### src/core/fpp_pkg.sv
package fpp_pkg;
    // register word indices; byte address is four times the index
    localparam logic [5:0] IDX_TX_CLOCK_CTRL = 6'h02;
    localparam logic [5:0] IDX_TX_SYS = 6'h03;
    localparam logic [5:0] IDX_RX_PIN = 6'h04;
    localparam logic [5:0] IDX_LINE_POL = 6'h05;
    localparam logic [5:0] IDX_IRQ_LOW = 6'h06;
    localparam logic [5:0] IDX_IRQ_HIGH = 6'h07;
    // reset values
    localparam logic [7:0] RST_TX_CLOCK_CTRL = 8'h00;
    localparam logic [7:0] RST_TX_SYS = 8'h00;
    localparam logic [7:0] RST_RX_PIN = 8'h10;
    localparam logic [7:0] RST_LINE_POL = 8'h00;
    // transmit clock control field
    localparam int B_TX_CONST_CLK = 6;
    // transmit system pin control fields
    localparam int B_TX_STROBE_INV = 0;
    localparam int B_TX_DATA_INV = 1;
    localparam int B_TX_CLK_INV = 2;
    localparam int B_TX_SOF_INV = 3;
    localparam int B_TX_OH_INV = 4;
    localparam int B_TX_OHEN_INV = 5;
    localparam int B_TX_SOF_DIR = 6;
    localparam int B_TX_STROBE_MODE = 7;
    // receive pin control fields
    localparam int B_RX_STROBE_INV = 0;
    localparam int B_RX_DATA_INV = 1;
    localparam int B_RX_OCLK_INV = 2;
    localparam int B_RX_SOF_INV = 3;
    localparam int B_RX_FORCE_HIGH = 4;
    localparam int B_RX_LOS_INV = 5;
    localparam int B_RX_OOF_INV = 6;
    localparam int B_RX_STROBE_MODE = 7;
    // line pin polarity fields
    localparam int B_TX_LINE_CLOCK_INV = 0;
    localparam int B_TX_POSITIVE_RAIL_INV = 1;
    localparam int B_TX_NEGATIVE_RAIL_INV = 2;
    localparam int B_TX_POSITIVE_RAIL_FORCE = 3;
    localparam int B_TX_NEGATIVE_RAIL_FORCE = 4;
    localparam int B_RCLK_INV = 5;
    localparam int B_RX_POSITIVE_RAIL_INV = 6;
    localparam int B_RX_NEGATIVE_RAIL_INV = 7;
    // framers in the low summary register, and in both summaries together
    localparam int IRQ_LOW_W = 8;
    localparam int IRQ_MAX = 12;
endpackage

### src/core/fpp_pins.sv
// Decided for this implementation: the APB register port.
`timescale 1ns/1ps
// Summary of operation
// invert tx clock, frame start, overhead pins
// direction one drives frame start each frame
// direction zero takes frame start as input
// strobe mode zero gives payload enable
// strobe mode one gives gapped payload clock
// constant clock select overrides strobe mode
// invert each receive side output independently
// receive data force high resets set
// host clears force high after alignment
// force high plus invert holds data low
// receive strobe is enable or gapped clock
// invert transmit line clock and rails
// positive rail force high, low if inverted
// negative rail force high, low if inverted
// invert receive line inputs before use
// low summary shows framers one to eight
// high summary shows framers nine to twelve
// host reads both summaries first
// constant clock on strobe, still invertible
// loopback taps ahead of line overrides
// force before invert, exclusive-or at pin
module fpp_pins #(
    parameter int N_FRAMERS = 12,
    parameter int ADDR_W = 8
) (
    // clock, reset, enable
    input wire logic CLK_SYS,
    input wire logic RST,
    input wire logic CE,
    // apb slave
    input wire logic PSEL,
    input wire logic PENABLE,
    input wire logic PWRITE,
    input wire logic [ADDR_W-1:0] PADDR,
    input wire logic [31:0] PWDATA,
    input wire logic [3:0] PSTRB,
    output logic [31:0] PRDATA,
    output logic PREADY,
    output logic PSLVERR,
    // per framer interrupt requests, same clock
    input wire logic [N_FRAMERS-1:0] FRAMER_IRQ,
    // transmit system pins
    input wire logic TX_INPUT_CLOCK,
    input wire logic TX_FRAME_START_I,
    output logic TX_FRAME_START_O,
    output logic TX_FRAME_START_OE,
    input wire logic TX_OVERHEAD_DATA,
    input wire logic TX_OVERHEAD_ENABLE,
    input wire logic TX_PAYLOAD_DATA,
    output logic TX_PAYLOAD_ENABLE,
    // transmit core side
    input wire logic CORE_TX_FRAME_LAST,
    input wire logic CORE_TX_PAYLOAD_SLOT,
    input wire logic CORE_TX_BIT_CLOCK,
    output logic CORE_TX_CLOCK,
    output logic CORE_TX_FRAME_START,
    output logic CORE_TX_OH_DATA,
    output logic CORE_TX_OH_ENABLE,
    output logic CORE_TX_DATA,
    // receive core side
    input wire logic CORE_RX_PAYLOAD_SLOT,
    input wire logic CORE_RX_BIT_CLOCK,
    input wire logic CORE_RX_DATA,
    input wire logic CORE_RX_FRAME_START,
    input wire logic CORE_RX_SIGNAL_LOSS,
    input wire logic CORE_RX_OUT_OF_FRAME,
    // receive system pins
    output logic RX_PAYLOAD_ENABLE,
    output logic RX_PAYLOAD_OUT,
    output logic RX_OUTPUT_CLOCK,
    output logic RX_FRAME_START,
    output logic RX_SIGNAL_LOSS,
    output logic RX_OUT_OF_FRAME,
    // transmit line core side
    input wire logic CORE_TX_LINE_CLOCK,
    input wire logic CORE_TX_POS,
    input wire logic CORE_TX_NEG,
    // transmit line pins
    output logic TX_LINE_CLOCK,
    output logic TX_POSITIVE_RAIL,
    output logic TX_NEGATIVE_RAIL,
    // diagnostic loopback taps
    output logic LOOP_CLOCK,
    output logic LOOP_POS,
    output logic LOOP_NEG,
    // receive line pins and core side
    input wire logic RX_LINE_CLOCK,
    input wire logic RX_POSITIVE_RAIL,
    input wire logic RX_NEGATIVE_RAIL,
    output logic CORE_RX_LINE_CLOCK,
    output logic CORE_RX_POS,
    output logic CORE_RX_NEG
);
    import fpp_pkg::*;

    // refuse sizes the summary registers cannot hold
    initial begin
        if (N_FRAMERS < 1 || N_FRAMERS > IRQ_MAX || ADDR_W < 8)
            $error("fpp_pins: unsupported parameter values");
    end

    // software visible control
    logic [7:0] tx_clock_ctrl; // only the constant clock bit is stored
    logic [7:0] tx_sys; // transmit system pin control
    logic [7:0] rx_pin; // receive pin control
    logic [7:0] line_pol; // line pin polarity control
    // summary views of the framer requests
    logic [IRQ_MAX-1:0] irq_all;
    logic [7:0] irq_low;
    logic [7:0] irq_high;
    // pin synchronisers: stage one feeds stage two only
    logic [7:0] pin_meta;
    logic [7:0] pin_sync;
    logic [7:0] pin_raw;
    logic [7:0] pin_inv;
    // bus decode
    logic [5:0] word_idx;
    logic setup_phase;
    logic access_phase;
    logic mapped;
    logic wr_en;
    logic [31:0] next_rdata;

    // word index; low address bits ignored since every register is a word
    assign word_idx = PADDR[7:2];
    assign setup_phase = PSEL && !PENABLE;
    assign access_phase = PSEL && PENABLE;

    // map test for the error answer; the read mux decodes the index by its own case
    function automatic logic is_mapped(input logic [5:0] idx);
        is_mapped = (idx >= IDX_TX_CLOCK_CTRL) && (idx <= IDX_IRQ_HIGH);
    endfunction

    assign mapped = is_mapped(word_idx);
    // writes land only at the completing edge, and only while enabled
    assign wr_en = access_phase && PWRITE && CE && PSTRB[0];

    // zero wait states; a frozen block stalls the bus instead
    always_comb begin
        PREADY = CE;
        PSLVERR = access_phase && !mapped;
    end

    // pad the request vector so both summaries have fixed width
    always_comb begin
        irq_all = '0;
        irq_all[N_FRAMERS-1:0] = FRAMER_IRQ;
    end
    assign irq_low = irq_all[IRQ_LOW_W-1:0];
    // upper nibble unused and reads zero
    assign irq_high = {4'h0, irq_all[IRQ_MAX-1:IRQ_LOW_W]};

    // read mux, sampled in the setup cycle so data comes from a flop
    always_comb begin
        next_rdata = 32'h0;
        case (word_idx)
            IDX_TX_CLOCK_CTRL: next_rdata[7:0] = tx_clock_ctrl;
            IDX_TX_SYS: next_rdata[7:0] = tx_sys;
            IDX_RX_PIN: next_rdata[7:0] = rx_pin;
            IDX_LINE_POL: next_rdata[7:0] = line_pol;
            IDX_IRQ_LOW: next_rdata[7:0] = irq_low;
            IDX_IRQ_HIGH: next_rdata[7:0] = irq_high;
            default: next_rdata = 32'h0; // unmapped reads zero
        endcase
    end

    // read data register
    always_ff @(posedge CLK_SYS) begin
        if (RST) begin
            PRDATA <= 32'h0;
        end else if (CE && setup_phase && !PWRITE) begin
            PRDATA <= next_rdata;
        end
    end

    // control registers; summaries are read only and ignore writes
    always_ff @(posedge CLK_SYS) begin
        if (RST) begin
            tx_clock_ctrl <= RST_TX_CLOCK_CTRL;
            tx_sys <= RST_TX_SYS;
            rx_pin <= RST_RX_PIN;
            line_pol <= RST_LINE_POL;
        end else if (wr_en) begin
            case (word_idx)
                IDX_TX_CLOCK_CTRL: tx_clock_ctrl[B_TX_CONST_CLK] <= PWDATA[B_TX_CONST_CLK];
                IDX_TX_SYS: tx_sys <= PWDATA[7:0];
                IDX_RX_PIN: rx_pin <= PWDATA[7:0];
                IDX_LINE_POL: line_pol <= PWDATA[7:0];
                default: ;
            endcase
        end
    end

    // pins from outside are asynchronous: two flops before any use
    assign pin_raw = {RX_NEGATIVE_RAIL, RX_POSITIVE_RAIL, RX_LINE_CLOCK, TX_PAYLOAD_DATA,
                      TX_OVERHEAD_ENABLE, TX_OVERHEAD_DATA, TX_FRAME_START_I, TX_INPUT_CLOCK};
    always_ff @(posedge CLK_SYS) begin
        if (RST) begin
            pin_meta <= 8'h00;
            pin_sync <= 8'h00;
        end else if (CE) begin
            pin_meta <= pin_raw;
            pin_sync <= pin_meta;
        end
    end

    // per pin invert controls, in the same order as pin_raw
    assign pin_inv = {line_pol[B_RX_NEGATIVE_RAIL_INV], line_pol[B_RX_POSITIVE_RAIL_INV], line_pol[B_RCLK_INV],
                      tx_sys[B_TX_DATA_INV], tx_sys[B_TX_OHEN_INV], tx_sys[B_TX_OH_INV],
                      tx_sys[B_TX_SOF_INV], tx_sys[B_TX_CLK_INV]};

    // inputs handed to the core after polarity correction
    always_ff @(posedge CLK_SYS) begin
        if (RST) begin
            CORE_TX_CLOCK <= 1'b0;
            CORE_TX_FRAME_START <= 1'b0;
            CORE_TX_OH_DATA <= 1'b0;
            CORE_TX_OH_ENABLE <= 1'b0;
            CORE_TX_DATA <= 1'b0;
            CORE_RX_LINE_CLOCK <= 1'b0;
            CORE_RX_POS <= 1'b0;
            CORE_RX_NEG <= 1'b0;
        end else if (CE) begin
            CORE_TX_CLOCK <= pin_sync[0] ^ pin_inv[0];
            // an output-mode pin echoes our own drive, so mask it out
            CORE_TX_FRAME_START <= (pin_sync[1] ^ pin_inv[1]) && !tx_sys[B_TX_SOF_DIR];
            CORE_TX_OH_DATA <= pin_sync[2] ^ pin_inv[2];
            CORE_TX_OH_ENABLE <= pin_sync[3] ^ pin_inv[3];
            CORE_TX_DATA <= pin_sync[4] ^ pin_inv[4];
            CORE_RX_LINE_CLOCK <= pin_sync[5] ^ pin_inv[5];
            CORE_RX_POS <= pin_sync[6] ^ pin_inv[6];
            CORE_RX_NEG <= pin_sync[7] ^ pin_inv[7];
        end
    end

    // strobe select: constant clock wins, then gapped clock, then enable
    function automatic logic strobe_sel(input logic const_clk, input logic gapped,
                                        input logic slot, input logic bit_clk);
        if (const_clk)
            strobe_sel = bit_clk;
        else if (gapped)
            strobe_sel = bit_clk && slot;
        else
            strobe_sel = slot;
    endfunction

    // force applied first, then the pin inversion
    function automatic logic force_inv(input logic d, input logic frc, input logic inv);
        force_inv = (d || frc) ^ inv;
    endfunction

    // transmit frame start direction and strobe pin
    always_ff @(posedge CLK_SYS) begin
        if (RST) begin
            TX_FRAME_START_O <= 1'b0;
            TX_FRAME_START_OE <= 1'b0;
            TX_PAYLOAD_ENABLE <= 1'b0;
        end else if (CE) begin
            // pulse in the last input clock cycle of the frame
            TX_FRAME_START_O <= CORE_TX_FRAME_LAST ^ tx_sys[B_TX_SOF_INV];
            TX_FRAME_START_OE <= tx_sys[B_TX_SOF_DIR];
            TX_PAYLOAD_ENABLE <= strobe_sel(tx_clock_ctrl[B_TX_CONST_CLK], tx_sys[B_TX_STROBE_MODE],
                                            CORE_TX_PAYLOAD_SLOT, CORE_TX_BIT_CLOCK)
                                 ^ tx_sys[B_TX_STROBE_INV];
        end
    end

    // receive system outputs
    always_ff @(posedge CLK_SYS) begin
        if (RST) begin
            RX_PAYLOAD_ENABLE <= 1'b0;
            RX_PAYLOAD_OUT <= 1'b1; // force high is set out of reset
            RX_OUTPUT_CLOCK <= 1'b0;
            RX_FRAME_START <= 1'b0;
            RX_SIGNAL_LOSS <= 1'b0;
            RX_OUT_OF_FRAME <= 1'b0;
        end else if (CE) begin
            RX_PAYLOAD_ENABLE <= strobe_sel(1'b0, rx_pin[B_RX_STROBE_MODE], CORE_RX_PAYLOAD_SLOT,
                                            CORE_RX_BIT_CLOCK) ^ rx_pin[B_RX_STROBE_INV];
            RX_PAYLOAD_OUT <= force_inv(CORE_RX_DATA, rx_pin[B_RX_FORCE_HIGH],
                                        rx_pin[B_RX_DATA_INV]);
            RX_OUTPUT_CLOCK <= CORE_RX_BIT_CLOCK ^ rx_pin[B_RX_OCLK_INV];
            RX_FRAME_START <= CORE_RX_FRAME_START ^ rx_pin[B_RX_SOF_INV];
            RX_SIGNAL_LOSS <= CORE_RX_SIGNAL_LOSS ^ rx_pin[B_RX_LOS_INV];
            RX_OUT_OF_FRAME <= CORE_RX_OUT_OF_FRAME ^ rx_pin[B_RX_OOF_INV];
        end
    end

    // transmit line outputs and loopback taps
    always_ff @(posedge CLK_SYS) begin
        if (RST) begin
            TX_LINE_CLOCK <= 1'b0;
            TX_POSITIVE_RAIL <= 1'b0;
            TX_NEGATIVE_RAIL <= 1'b0;
            LOOP_CLOCK <= 1'b0;
            LOOP_POS <= 1'b0;
            LOOP_NEG <= 1'b0;
        end else if (CE) begin
            TX_LINE_CLOCK <= CORE_TX_LINE_CLOCK ^ line_pol[B_TX_LINE_CLOCK_INV];
            TX_POSITIVE_RAIL <= force_inv(CORE_TX_POS, line_pol[B_TX_POSITIVE_RAIL_FORCE],
                                          line_pol[B_TX_POSITIVE_RAIL_INV]);
            TX_NEGATIVE_RAIL <= force_inv(CORE_TX_NEG, line_pol[B_TX_NEGATIVE_RAIL_FORCE],
                                          line_pol[B_TX_NEGATIVE_RAIL_INV]);
            // taps ignore the pin overrides, so local test traffic survives
            LOOP_CLOCK <= CORE_TX_LINE_CLOCK;
            LOOP_POS <= CORE_TX_POS;
            LOOP_NEG <= CORE_TX_NEG;
        end
    end
endmodule // fpp_pins

### config.mk
export PLATFORM = sky130hd
export DESIGN_NAME = fpp_pins
export DESIGN_NICKNAME = d
export VERILOG_FILES = /design/src/core/fpp_pkg.sv /design/src/core/fpp_pins.sv
export SDC_FILE = /design/constraint.sdc
export NUM_CORES = 1
export LEC_CHECK = 0
export ABC_AREA = 0
export BUFFER_PORTS_ARGS = -buffer_cell sky130_fd_sc_hd__buf_2
export CORE_MARGIN = 5
export CORE_UTILIZATION = 48
export CTS_CLUSTER_SIZE = 14
export DETAILED_ROUTE_END_ITERATION = 8
export PLACE_DENSITY = 0.85
export RECOVER_POWER = 100
export SKIP_LAST_GASP = 1
export SLEW_MARGIN = 20
export SYNTH_ARGS = -nofsm -noshare
export SYNTH_HDL_FRONTEND = slang
export SYNTH_SLANG_ARGS = --single-unit
### constraint.sdc
create_clock -name CLK_SYS -period 2 [get_ports CLK_SYS]
set_input_delay 0.4 -clock CLK_SYS [delete_from_list [all_inputs] [get_ports CLK_SYS]]
set_output_delay 0.4 -clock CLK_SYS [all_outputs]
set_load 0.05 [all_outputs]
==> flow_metrics.env <==
export IMPL_cap_violations=0
export IMPL_insertion_delay_ns=0.35
export IMPL_critical_path_startpoint="PADDR[7]"
export IMPL_synthArstFlopShare_pct=0
export IMPL_grt_max_degree=73
export IMPL_cts_buffers=9
export IMPL_cp_required_ns=1.60
export IMPL_setup_viol=0
export IMPL_tritoncts_num_sinks=72
export IMPL_slew_headroom_pct=10.3
export IMPL_synth_area_sq_um=3340
export IMPL_slowest_stage="nor3_1"
export IMPL_avgSynthCellArea_sq_um=9.46
export IMPL_dr_pass1_iters=4
export IMPL_finalCriticalPeriod_ns=1.74
export IMPL_rrSetupSlack_ns=0.78
export IMPL_grt_overflow_total=0
export IMPL_hold_viol=0
export IMPL_route_detailed_drc=0
export IMPL_cts_htree_levels=3
export IMPL_die_area_sq_um=8730
export IMPL_ir_drop_mv=0.475
export IMPL_diodes=0
export IMPL_max_stage_delay_ns=0.23
export IMPL_path_delay_family="simple AND/OR/NAND/NOR gates"
export IMPL_vias_per_cell=5.05
export IMPL_cp_cell_sequence="clkbuf_1 > nor3_1 > o21ai_0 > and3_1 > clkbuf_2"
export IMPL_worstReg2RegEnd="PRDATA[6]$_SDFFE_PP0P_"
export IMPL_crit_type="in -> out"
export IMPL_postLayoutCellArea_sq_um=3860
export IMPL_cts_clk_slew_worst_paths_ns=0.07
export IMPL_num_rows=30
export IMPL_wl_per_cell_um=15.2
export IMPL_report_final_slew_viol_count=0
export IMPL_grt_most_used_layer="met2"
export IMPL_ctsResizeCount=0
export IMPL_initial_core_util_pct=49.2
export IMPL_r2r_start="tx_clock_ctrl[6]$_SDFFE_PP0P_"
export IMPL_power_total_mw=3.04
export IMPL_crit_path_end="PSLVERR"
export IMPL_path_depth=5
export IMPL_antenna_found_initial=0
export IMPL_nNetsFinal=515
export IMPL_cp_start_kind="input pin"
export IMPL_ys_types=38
export IMPL_grt_setup_unrepaired="false"
export IMPL_synth_common_cells="dfxtp_1, nor2_1, mux2i_1, buf_4, xnor2_1"
export IMPL_yosysMostFrequentCell="dfxtp_1"
export IMPL_crit_path_max_fanout=2
export IMPL_p_leak_nw=1.65
export IMPL_drt_iter0_drc=266
export IMPL_dpl_cell_area_sq_um=3770
export IMPL_final_core_util_pct=56.9
export IMPL_vias=2695
export IMPL_fmax_mhz=575
export IMPL_yosys_warnings=0
export IMPL_cts_tree="done"
export IMPL_hold_path_class="in -> reg"
export IMPL_die_x_um=93.4
export IMPL_port_buffer_count=85
export IMPL_post_route_period_util_pct=87.0
export IMPL_clock_skew_ns=0.00582
export IMPL_synthCells=353
export IMPL_pin_count=139
export IMPL_grt_pass1_wl_mm=13.0
export IMPL_hpwlAfterDp_mm=5.89
export IMPL_grt_pass1_vias=2619
export IMPL_powerDensity_nw_per_um2=786
export IMPL_synth_area_leaders="dfxtp_1, mux2i_1, nor2_1"
export IMPL_hold_buffers=0
export IMPL_use_met3_pct=4.51
export IMPL_gp_congestion=0.884
export IMPL_ys_dominant_reg_cell="dfxtp_1"
export IMPL_synth_edf_count=0
export IMPL_cp_end_kind="primary output"
export IMPL_area_growth_syn_to_layout_pct=15.7
export IMPL_final_antenna_net_count=0
export IMPL_use_met2_pct=29.8
export IMPL_cts_buffer_depth=2
export IMPL_grtUsageTotal_pct=19.0
export IMPL_ys_seq_elements=72
export IMPL_tightestPinTransition_ns=1.35
export IMPL_post_cts_repair_setup_buffers=0
export IMPL_reg2regPathDepth=4
export IMPL_crit_buf_inv=2
export IMPL_arrival_ns=1.34
export IMPL_core_sq_um=6790
export IMPL_die_h_um=93.4
export IMPL_wl_mm=8.13
export IMPL_grt_util_met1_pct=25.2
export IMPL_drive_gt1_share_pct=17.4
export IMPL_status="completed"
export IMPL_netlist_area_leader_share_pct=43.1
export IMPL_setup_tns_ns=0
export IMPL_yosysSeqAreaShare_pct=43.1
export IMPL_synth_area_leader_cell="dfxtp_1"
export IMPL_cts_root_buffer="clkbuf_8"
[worst reg2reg max path, stage by stage, from the launching register on]
cell and delay (ns):
dfxtp_1 0.35, mux2_2 0.27, a22oi_1 0.15, o22ai_1 0.13
a22o_1 0.21
[worst min-delay path by stage]
stage                             startpoint                  endpoint  slack [ns]  cells past startpoint
global route                  TX_INPUT_CLOCK  pin_meta[0]$_SDFFE_PP0P_        0.28                      3
CTS                           TX_INPUT_CLOCK  pin_meta[0]$_SDFFE_PP0P_        0.28                      3
detailed placement    PRDATA[4]$_SDFFE_PP0P_    PRDATA[4]$_SDFFE_PP0P_        0.46                      1
global placement      PRDATA[6]$_SDFFE_PP0P_    PRDATA[6]$_SDFFE_PP0P_        0.46                      1
floorplan           pin_meta[0]$_SDFFE_PP0P_  pin_meta[0]$_SDFFE_PP0P_        0.46                      2
finish                        TX_INPUT_CLOCK  pin_meta[0]$_SDFFE_PP0P_        0.29                      3
[flip-flops by register name, summed over array words and instances, names as in the netlist, 8 cells and up]
register / count
PRDATA: 8
line_pol: 8
pin_meta: 8
pin_sync: 8
rx_pin: 8
tx_sys: 8
[metrics by stage]
step | hold slack (ns) | std cells | setup slack (ns)
after floorplan | 0.460 | 376 | 0.314
after global placement | 0.460 | 518 | 0.181
after detailed placement | 0.464 | 518 | 0.122
after CTS | 0.277 | 534 | 0.262
after global routing | 0.283 | 534 | 0.125
final | 0.288 | 534 | 0.260
[routing by layer]
metal	wire, um	share of wire, %
met1	3650	45
met2	3790	47
met3	603	7.4
met4	85	1.0
met5	0	0
[cells in the final DEF, fill, tap and decap left out, types with 2 or more instances in the layout]
cell type / synthesis / layout
a21o_1: 4 / 4
and3_1: 2 / 2
nor2b_1: 4 / 4
clkbuf_8: 0 / 12
dfxtp_1: 72 / 72
nor2_1: 54 / 54
o22ai_1: 9 / 9
a22oi_1: 8 / 8
inv_1: 3 / 3
nand2b_1: 15 / 15
a21oi_1: 9 / 9
a211oi_1: 15 / 15
conb_1: 1 / 24
clkinv_2: 0 / 3
nand4bb_1: 2 / 2
clkbuf_2: 1 / 3
xnor2_1: 16 / 16
mux2i_1: 48 / 48
buf_2: 4 / 51
a22o_1: 8 / 8
xor2_1: 3 / 3
buf_4: 26 / 3
clkbuf_1: 14 / 37
nand3_1: 8 / 8
nand2_1: 2 / 3
nor3_1: 1 / 3
o21ai_0: 10 / 10
[layout make-up]
type | instances | area (sq um)
well taps | 96 | 120
flip-flops and latches | 72 | 1440
multi-input cells | 253 | 1660
clock buffers | 13 | 169
inverters | 3 | 11.3
clock inverters | 3 | 15.0
repair buffers | 94 | 448
fillers | 644 | 2930
[where the power goes]
group / switching [mW] / total, mW / internal, mW
logic: 0.335 / 0.460 / 0.125
registers: 0.0225 / 1.50 / 1.47
clock network: 0.536 / 1.08 / 0.547
total: 0.893 / 3.04 / 2.15
[cell families after synthesis]
logic type | share of synthesized area (%)
other | 0.112
AOI/OAI and AO/OA | 12.7
xor gates and xnor gates | 4.98
DFF | 43.1
buffers and inverters | 9.06
muxes | 14.7
and+or+nand+nor | 15.3
Note: power is estimated with default switching activity, not from simulation.
